**src/common/lfw_pkg.sv**
```systemverilog
package lfw_pkg;

   // ***************************************************************
   // Register byte addresses (one aligned word each)
   // ***************************************************************
   localparam logic [7:0] LFW_ADDR_RX_CONTROL = 8'h00;
   localparam logic [7:0] LFW_ADDR_RX_CTRL_DATA = 8'h04;
   localparam logic [7:0] LFW_ADDR_RX_BYTE_BUF = 8'h08;
   localparam logic [7:0] LFW_ADDR_RSSI_VALUE = 8'h0c;
   localparam logic [7:0] LFW_ADDR_HEADER_CMP = 8'h10;
   localparam logic [7:0] LFW_ADDR_ID_CMP_HIGH = 8'h14;
   localparam logic [7:0] LFW_ADDR_ID_CMP_LOW = 8'h18;
   localparam logic [7:0] LFW_ADDR_IRQ_MASK = 8'h1c;
   localparam logic [7:0] LFW_ADDR_RX_FLAGS = 8'h20;

   // ***************************************************************
   // Field positions
   // ***************************************************************
   localparam int LFW_CTL_CAP_LSB = 5;
   localparam int LFW_CTL_CAP_MSB = 7;
   localparam int LFW_CTL_SENS = 4;
   localparam int LFW_CTL_MODE_LSB = 2;
   localparam int LFW_CTL_MODE_MSB = 3;
   localparam int LFW_CTL_BURST = 1;
   localparam int LFW_CTL_EN = 0;
   localparam int LFW_CDR_CAPTURE = 7;
   localparam int LFW_CDR_FE_RST = 6;
   localparam int LFW_CDR_RAW = 0;
   localparam int LFW_FLG_RSSI = 3;
   localparam int LFW_FLG_EOD = 2;
   localparam int LFW_FLG_BUF = 1;
   localparam int LFW_FLG_WAKE = 0;
   localparam logic [7:0] LFW_HDR_MASK = 8'h7f;
   localparam logic [7:0] LFW_IMR_MASK = 8'h07;
   localparam logic [7:0] LFW_RST_VAL = 8'h00;

   // ***************************************************************
   // Wake-up modes
   // ***************************************************************
   typedef enum logic [1:0]
   {
      LFW_WM_GAP = 2'b00,
      LFW_WM_HEADER = 2'b01,
      LFW_WM_HEADER_ID = 2'b10,
      LFW_WM_TRANSPARENT = 2'b11
   } lfw_wmode_t;

   localparam logic [1:0] LFW_HTRANS_NONSEQ = 2'b10;

endpackage

```
**src/logic/lfw_flag.sv**
```systemverilog
// Sticky event flag: hardware set wins over vector or write-one clear.
module lfw_flag
   import lfw_pkg::*;
(
   // Clock and reset
   input wire logic core_clk_i,
   input wire logic arst_n_i,
   // Events
   input wire logic set_i,
   input wire logic clr_i,
   output logic flag_o
);

   typedef struct packed
   {
      logic flag;
   } lfw_flag_state_t;

   lfw_flag_state_t s_q;
   lfw_flag_state_t s_d;

   always_comb
   begin
      s_d = s_q;
      if (clr_i)
      begin
         s_d.flag = 1'b0;
      end
      if (set_i)
      begin
         s_d.flag = 1'b1;
      end
   end

   always_ff @(posedge core_clk_i or negedge arst_n_i)
   begin
      if (!arst_n_i)
      begin
         s_q <= '0;
      end
      else
      begin
         s_q <= s_d;
      end
   end

   assign flag_o = s_q.flag;

endmodule // lfw_flag

```
**src/logic/lfw_regs.sv**
```systemverilog
// What this block does
// Three capacitance select bits choose the antenna trimming capacitor.
// Sensitivity bit: zero high sensitivity (default), one low sensitivity.
// Two-bit wake-up mode: gap, header, header plus identifier, transparent.
// Preamble bit one selects burst detection, zero continuous detection.
// Enable bit turns the receiver on when one, off when zero.
// Capture bit takes one 7-bit strength sample, only while enabled.
// Capture bit clears itself once the sample is stored.
// Strength register is readable while reception keeps running.
// In transparent mode software pulses reset bit; release returns to standby.
// Outside transparent mode reset bit is ignored; standby return is automatic.
// Reserved bits always read zero.
// Raw demodulated bit is readable after a start gap was detected.
// Receive buffer loads each decoded 8-bit frame.
// Header compare holds seven writable bits; top bit read-only.
// Software writes identifier high byte before low byte.
// Software reads identifier low byte before high byte.
// Transmitter should avoid periodic header or identifier patterns.
// Mask bit 2 gates end-of-data interrupt with global enable.
// Mask bit 1 gates buffer-full interrupt with global enable.
// Mask bit 0 gates wake-up interrupt with global enable.
// Strength-ready flag sets when value loaded; write one clears.
// Buffer-full flag sets on new byte; vector or write one clears.
// End-of-data flag sets on error, completion or timeout; clears likewise.
// Wake-up flag sets on wake-up; vector or write one clears.
// Identifier high write buffered until low write; low read latches high.
// Control, mask and compare registers reset to zero.
module lfw_regs
   import lfw_pkg::*;
(
   // Clock and reset
   input wire logic core_clk_i,
   input wire logic arst_n_i,
   // AHB-Lite slave
   input wire logic hsel_i,
   input wire logic [31:0] haddr_i,
   input wire logic [1:0] htrans_i,
   input wire logic hwrite_i,
   input wire logic [2:0] hsize_i,
   input wire logic [31:0] hwdata_i,
   input wire logic hready_i,
   output logic [31:0] hrdata_o,
   output logic hreadyout_o,
   output logic hresp_o,
   // Front-end controls
   output logic [2:0] trim_cap_select_o,
   output logic sensitivity_select_o,
   output logic [1:0] wakeup_mode_select_o,
   output logic burst_preamble_mode_o,
   output logic receiver_enable_o,
   output logic front_end_reset_o,
   output logic [7:0] header_compare_o,
   output logic [15:0] identifier_compare_o,
   // Front-end and decoder status
   input wire logic [6:0] agc_strength_i,
   input wire logic demod_data_i,
   input wire logic start_gap_seen_i,
   input wire logic byte_valid_i,
   input wire logic [7:0] byte_data_i,
   input wire logic end_of_data_i,
   input wire logic wakeup_i,
   // Interrupt controller
   input wire logic global_irq_enable_i,
   input wire logic wakeup_vector_ack_i,
   input wire logic rx_buffer_vector_ack_i,
   input wire logic end_of_burst_vector_ack_i,
   output logic wakeup_irq_o,
   output logic rx_buffer_irq_o,
   output logic end_of_data_irq_o
);

   // ***************************************************************
   // State
   // ***************************************************************
   typedef struct packed
   {
      logic [7:0] ctl;
      logic capture;
      logic fe_rst;
      logic [7:0] rx_byte;
      logic [6:0] rssi;
      logic rssi_set;
      logic [6:0] hdr;
      logic [7:0] id_high;
      logic [7:0] id_low;
      logic [7:0] id_high_buf;
      logic [7:0] id_high_rd;
      logic [2:0] imr;
      logic raw;
      logic wr_pend;
      logic [7:0] addr;
      logic [31:0] rdata;
   } lfw_regs_state_t;

   lfw_regs_state_t s_q;
   lfw_regs_state_t s_d;

   logic rssi_flag;
   logic eod_flag;
   logic buf_flag;
   logic wake_flag;
   logic addr_ph;
   logic wr_now;
   logic rd_now;
   logic [7:0] wbyte;
   logic [7:0] flag_wr;
   logic [7:0] rd_val;

   assign addr_ph = hsel_i && hready_i && htrans_i == LFW_HTRANS_NONSEQ;
   assign rd_now = addr_ph && !hwrite_i;
   assign wr_now = s_q.wr_pend;
   assign wbyte = hwdata_i[7:0];
   assign flag_wr = (wr_now && s_q.addr == LFW_ADDR_RX_FLAGS) ? wbyte : LFW_RST_VAL;

   // ***************************************************************
   // Read multiplexer
   // ***************************************************************
   always_comb
   begin
      rd_val = LFW_RST_VAL;
      case (haddr_i[7:0])
         LFW_ADDR_RX_CONTROL: rd_val = s_q.ctl;
         LFW_ADDR_RX_CTRL_DATA: rd_val = {s_q.capture, s_q.fe_rst, 5'h00, s_q.raw};
         LFW_ADDR_RX_BYTE_BUF: rd_val = s_q.rx_byte;
         LFW_ADDR_RSSI_VALUE: rd_val = {1'b0, s_q.rssi};
         LFW_ADDR_HEADER_CMP: rd_val = {1'b0, s_q.hdr};
         LFW_ADDR_ID_CMP_HIGH: rd_val = s_q.id_high_rd;
         LFW_ADDR_ID_CMP_LOW: rd_val = s_q.id_low;
         LFW_ADDR_IRQ_MASK: rd_val = {5'h00, s_q.imr};
         LFW_ADDR_RX_FLAGS: rd_val = {4'h0, rssi_flag, eod_flag, buf_flag, wake_flag};
         default: rd_val = LFW_RST_VAL;
      endcase
   end

   // ***************************************************************
   // Next state
   // ***************************************************************
   always_comb
   begin
      s_d = s_q;
      s_d.rssi_set = 1'b0;
      s_d.wr_pend = addr_ph && hwrite_i;
      if (addr_ph)
      begin
         s_d.addr = haddr_i[7:0];
      end
      if (rd_now)
      begin
         s_d.rdata = {24'h000000, rd_val};
         if (haddr_i[7:0] == LFW_ADDR_ID_CMP_LOW)
         begin
            s_d.id_high_rd = s_q.id_high;
         end
      end
      if (wr_now)
      begin
         case (s_q.addr)
            LFW_ADDR_RX_CONTROL: s_d.ctl = wbyte;
            LFW_ADDR_RX_CTRL_DATA:
            begin
               s_d.capture = wbyte[LFW_CDR_CAPTURE] | s_q.capture;
               s_d.fe_rst = wbyte[LFW_CDR_FE_RST];
            end
            LFW_ADDR_HEADER_CMP: s_d.hdr = wbyte[6:0] & LFW_HDR_MASK[6:0];
            LFW_ADDR_ID_CMP_HIGH:
            begin
               s_d.id_high_buf = wbyte;
               s_d.id_high_rd = wbyte;
            end
            LFW_ADDR_ID_CMP_LOW:
            begin
               s_d.id_low = wbyte;
               s_d.id_high = s_q.id_high_buf;
            end
            LFW_ADDR_IRQ_MASK: s_d.imr = wbyte[2:0] & LFW_IMR_MASK[2:0];
            default:
            begin
            end
         endcase
      end
      // A capture request while disabled waits until the receiver runs.
      if (s_q.capture && s_q.ctl[LFW_CTL_EN])
      begin
         s_d.rssi = agc_strength_i;
         s_d.rssi_set = 1'b1;
         s_d.capture = 1'b0;
      end
      if (byte_valid_i)
      begin
         s_d.rx_byte = byte_data_i;
      end
      s_d.raw = start_gap_seen_i ? demod_data_i : 1'b0;
   end

   always_ff @(posedge core_clk_i or negedge arst_n_i)
   begin
      if (!arst_n_i)
      begin
         s_q <= '0;
      end
      else
      begin
         s_q <= s_d;
      end
   end

   // ***************************************************************
   // Flags
   // ***************************************************************
   lfw_flag u_flag_rssi
   (
      .core_clk_i(core_clk_i),
      .arst_n_i(arst_n_i),
      .set_i(s_q.rssi_set),
      .clr_i(flag_wr[LFW_FLG_RSSI]),
      .flag_o(rssi_flag)
   );

   lfw_flag u_flag_eod
   (
      .core_clk_i(core_clk_i),
      .arst_n_i(arst_n_i),
      .set_i(end_of_data_i),
      .clr_i(flag_wr[LFW_FLG_EOD] | end_of_burst_vector_ack_i),
      .flag_o(eod_flag)
   );

   lfw_flag u_flag_buf
   (
      .core_clk_i(core_clk_i),
      .arst_n_i(arst_n_i),
      .set_i(byte_valid_i),
      .clr_i(flag_wr[LFW_FLG_BUF] | rx_buffer_vector_ack_i),
      .flag_o(buf_flag)
   );

   lfw_flag u_flag_wake
   (
      .core_clk_i(core_clk_i),
      .arst_n_i(arst_n_i),
      .set_i(wakeup_i),
      .clr_i(flag_wr[LFW_FLG_WAKE] | wakeup_vector_ack_i),
      .flag_o(wake_flag)
   );

   // ***************************************************************
   // Outputs
   // ***************************************************************
   assign trim_cap_select_o = s_q.ctl[LFW_CTL_CAP_MSB:LFW_CTL_CAP_LSB];
   assign sensitivity_select_o = s_q.ctl[LFW_CTL_SENS];
   assign wakeup_mode_select_o = s_q.ctl[LFW_CTL_MODE_MSB:LFW_CTL_MODE_LSB];
   assign burst_preamble_mode_o = s_q.ctl[LFW_CTL_BURST];
   assign receiver_enable_o = s_q.ctl[LFW_CTL_EN];
   // The reset bit reaches the front end only in transparent mode.
   assign front_end_reset_o = s_q.fe_rst
      && (wakeup_mode_select_o == LFW_WM_TRANSPARENT);
   assign header_compare_o = {1'b0, s_q.hdr};
   assign identifier_compare_o = {s_q.id_high, s_q.id_low};
   assign end_of_data_irq_o = global_irq_enable_i && s_q.imr[LFW_FLG_EOD] && eod_flag;
   assign rx_buffer_irq_o = global_irq_enable_i && s_q.imr[LFW_FLG_BUF] && buf_flag;
   assign wakeup_irq_o = global_irq_enable_i && s_q.imr[LFW_FLG_WAKE] && wake_flag;
   assign hrdata_o = s_q.rdata;
   assign hreadyout_o = 1'b1;
   assign hresp_o = 1'b0;

endmodule // lfw_regs

```
**config.mk**
```make
export PLATFORM = sky130hd
export DESIGN_NAME = lfw_regs
export DESIGN_NICKNAME = d
export VERILOG_FILES = /design/src/common/lfw_pkg.sv /design/src/logic/lfw_flag.sv /design/src/logic/lfw_regs.sv
export SDC_FILE = /design/constraint.sdc
export NUM_CORES = 1
export LEC_CHECK = 0
export BUFFER_PORTS_ARGS = -buffer_cell sky130_fd_sc_hd__buf_2
export CAP_MARGIN = 20
export CORE_ASPECT_RATIO = 1.1
export CORE_MARGIN = 4
export CORE_UTILIZATION = 50
export DETAILED_ROUTE_END_ITERATION = 10
export PLACE_DENSITY = 0.88
export SKIP_LAST_GASP = 1
export SLEW_MARGIN = 25
export SYNTH_ARGS = -nofsm -noshare
export SYNTH_HDL_FRONTEND = slang
export SYNTH_SLANG_ARGS = --single-unit
```
**constraint.sdc**
```tcl
create_clock -name core_clk_i -period 2.1 [get_ports core_clk_i]
set_input_delay 0.42 -clock core_clk_i [delete_from_list [all_inputs] [get_ports core_clk_i]]
set_output_delay 0.42 -clock core_clk_i [all_outputs]
set_load 0.01 [all_outputs]
```
==> flow_summary_export.csv <==
group,metric,value,unit
run_status,outcome,"completed",
critical_path,r2r_end,"wakeup_mode_select_o[1]$_DFFE_PN0P_",
cells_and_area,drive_gt1_frac,0.433,
power_and_ir_drop,ir_drop,367,uV
cells_and_area,syn2layout_area_growth,10.1,%
timing,slew_violations,0,
grt,antenna_found_initial,0,
routing,firstDrtPassIters,4,
timing,setup_viol,0,
clocking,root_buffer,"clkbuf_8",
cells_and_area,antenna_cells,0,
timing,skew,0.00790,ns
logic_synthesis,synth.avg_cell_area,11.7,sq um
power_and_ir_drop,leakage,2.53,nW
clocking,cts_max_level,3,
logic_synthesis,synth-seq-cells,90,
timing,rsz0062_at_grt,"false",
clocking,clock_sinks,90,
timing,hold_viol,0,
grt,grt_pass1_vias,3253,
die,core_area,0.00901,sq mm
critical_path,arrival,2.12,ns
placement,portBuffers,89,
timing,slew_headroom,0.566,
clocking,cts_inserted_buffers,9,
grt,grt_max_degree,56,
power_and_ir_drop,total_power,3.87,mW
clocking,cts_resized,0,
logic_synthesis,ys_top_cells_by_count,"dfrtp_1, mux2_2, buf_4",
die,fp.dieW,100,microns
die,die_h,110,microns
placement,gp_congestion,0.912,
clocking,clk_pin_slew,0.09,ns
routing,via_per_inst,5.68,
timing,worst_slew_pin_slew,0.652,ns
cells_and_area,fin_nets,553,
grt,grt_pass1_wl,17400,microns
timing,period_share,0.889,
job,cap_violations,0,
timing,fmax,536,MHz
min_path,hp-class,"in2async",
critical_path,worstPathMaxFanout,8,
grt,grt_overflow,0,
logic_synthesis,synth.most_common_cell,"dfrtp_1",
critical_path,startpoint,"s_q[37]$_DFFE_PN0N_",
critical_path,r2r-start,"s_q[37]$_DFFE_PN0N_",
timing,period_minus_slack,1.87,ns
critical_path,worstPathRequired,2.35,ns
placement,hpwl,8170,microns
logic_synthesis,synth_ff_type,"dfrtp_1",
routing,wirelength,11100,microns
die,std_cell_rows,36,
grt,grt_usage,0.209,
die,num_io_pins,168,
timing,finalSetupTns,0,ns
clocking,cts_setup_buffers,0,
clocking,clockBufferDepth,2,
logic_synthesis,syn_inst,400,
logic_synthesis,yosysTopAreaCell,"dfrtp_1",
critical_path,crit_path_start_kind,"register",
clocking,ctsHoldBuffers,0,
logic_synthesis,ys_async_sr_fraction,1.00,
logic_synthesis,syn_area,0.00469,sq mm
clocking,clock_latency,0.36,ns
routing,postRouteAntennaNets,0,
critical_path,crit_type,"reg2reg",
critical_path,crit_end,"wakeup_mode_select_o[1]$_DFFE_PN0P_",
logic_synthesis,synth_edf_count,0,
routing,drt_iter0_markers,279,
placement,dp.cells,558,
logic_synthesis,yosys-top-cells-area,"dfrtp_1, mux2_2, buf_4",
critical_path,r2r_slack,0.23,ns
logic_synthesis,ys_seq_area_frac,0.481,
clocking,tritoncts,"built",
die,dieArea,0.0110,sq mm
routing,dr_total_vias,3260,
cells_and_area,fillers,756,
routing,drc,0,
cells_and_area,final_cells,574,
routing,avgRoutedWirePerCell,19.3,microns
logic_synthesis,yosysUniqueCellTypes,56,
critical_path,reg2reg_depth,4,
logic_synthesis,synth_warnings,0,
logic_synthesis,yosys.area.top_type_share,0.481,
die,initial_core_util,0.520,
critical_path,crit_path_end_kind,"register",
power_and_ir_drop,powerDensity,750,mW/mm^2
-- critical path, cell delays in order, from the launching register on --
cell and delay, ns:
dfrtp_1 0.43, nor4_1 0.54, and3b_1 0.25, buf_4 0.19, mux2_2 0.35
-- how the worst min path moves through the flow --
stage | startpoint | end | slack (ns)
global placement | arst_n_i | s_q[98]$_DFFE_PN0P_ | 0.40
floorplan | arst_n_i | burst_preamble_mode_o$_DFFE_PN0P_ | 0.12
finish | arst_n_i | s_q[91]$_DFFE_PN0P_ | 0.0007
global route | arst_n_i | s_q[91]$_DFFE_PN0P_ | 0.03
CTS | arst_n_i | s_q[91]$_DFFE_PN0P_ | 0.01
detailed placement | arst_n_i | s_q[91]$_DFFE_PN0P_ | 0.41
-- cell families (layout without fill, tap and decap cells) --
logic type | Yosys count | count (layout) | share of synthesized area
and+or+nand+nor | 87 | 87 | 0.117
muxes | 82 | 82 | 0.201
buffers and inverters | 90 | 125 | 0.128
AOI/OAI and AO/OA | 49 | 49 | 0.0716
other | 2 | 27 | 0.00160
DFF | 90 | 90 | 0.481
-- final cells by class --
cell class              instances  area (sq um)  share of cell area
flip-flops and latches         90          2250               0.436
multi-input cells             245          1930               0.374
repair buffers                102           558               0.108
clock buffers                  12           155              0.0301
well taps                     114           143              0.0276
clock inverters                 4          97.6              0.0189
inverters                       7          26.3             0.00509
-- layer usage --
| layer | routed length [microns] | share of wire | global-route usage |
|---|---|---|---|
| met1 | 4580 | 0.41 | 0.273 |
| met3 | 819 | 0.074 | 0.0387 |
| met5 | 0 | 0 | 0 |
| met2 | 5340 | 0.48 | 0.338 |
| met4 | 346 | 0.031 | 0.0953 |
-- flip-flops by register name (all words and copies together) (netlist names) --
signal / cells
u_flag_rssi.flag_o: 1
hrdata_o: 8
receiver_enable_o: 1
header_compare_o: 7
u_flag_eod.flag_o: 1
identifier_compare_o: 16
wr_now: 1
sensitivity_select_o: 1
u_flag_buf.flag_o: 1
u_flag_wake.flag_o: 1
wakeup_mode_select_o: 2
s_q: 46
trim_cap_select_o: 3
burst_preamble_mode_o: 1
-- where the power goes --
| group | internal [mW] | switching [mW] | total, mW |
|---|---|---|---|
| Clock | 0.856 | 0.595 | 1.45 |
| Sequential | 1.85 | 0.111 | 1.96 |
| Combinational | 0.213 | 0.245 | 0.458 |
-- stage by stage --
| step | area, sq um | hold slack [ns] | utilization | setup slack [ns] |
|---|---|---|---|---|
| CTS | 5160 | 0.0143 | 0.573 | 0.260 |
| global route | 5160 | 0.0254 | 0.573 | 0.112 |
| global placement | 4910 | 0.405 | 0.545 | 0.174 |
| floorplan | 4780 | 0.124 | - | 0.437 |
| finish | 5160 | 0.000696 | 0.573 | 0.233 |
| detailed placement | 4910 | 0.408 | 0.545 | 0.0724 |
-- placed cells by master, fill, tap and decap left out, drive strengths merged, types with 3 or more instances in the layout --
cell type | Yosys | layout
nand3 | 3 | 3
a22o | 3 | 3
mux4 | 3 | 3
inv | 7 | 7
o21ai | 15 | 15
a31o | 3 | 3
a31oi | 8 | 8
nor4 | 7 | 7
nor2 | 17 | 17
mux2i | 13 | 13
clkbuf | 7 | 12
conb | 2 | 27
buf | 76 | 102
nor4b | 4 | 4
nor3 | 4 | 4
nand2b | 3 | 3
and3 | 6 | 6
nand2 | 15 | 15
nand4 | 12 | 12
dfrtp | 90 | 90
mux2 | 66 | 66
bufinv | 0 | 3
No activity file was read; power rests on OpenSTA's default activity.
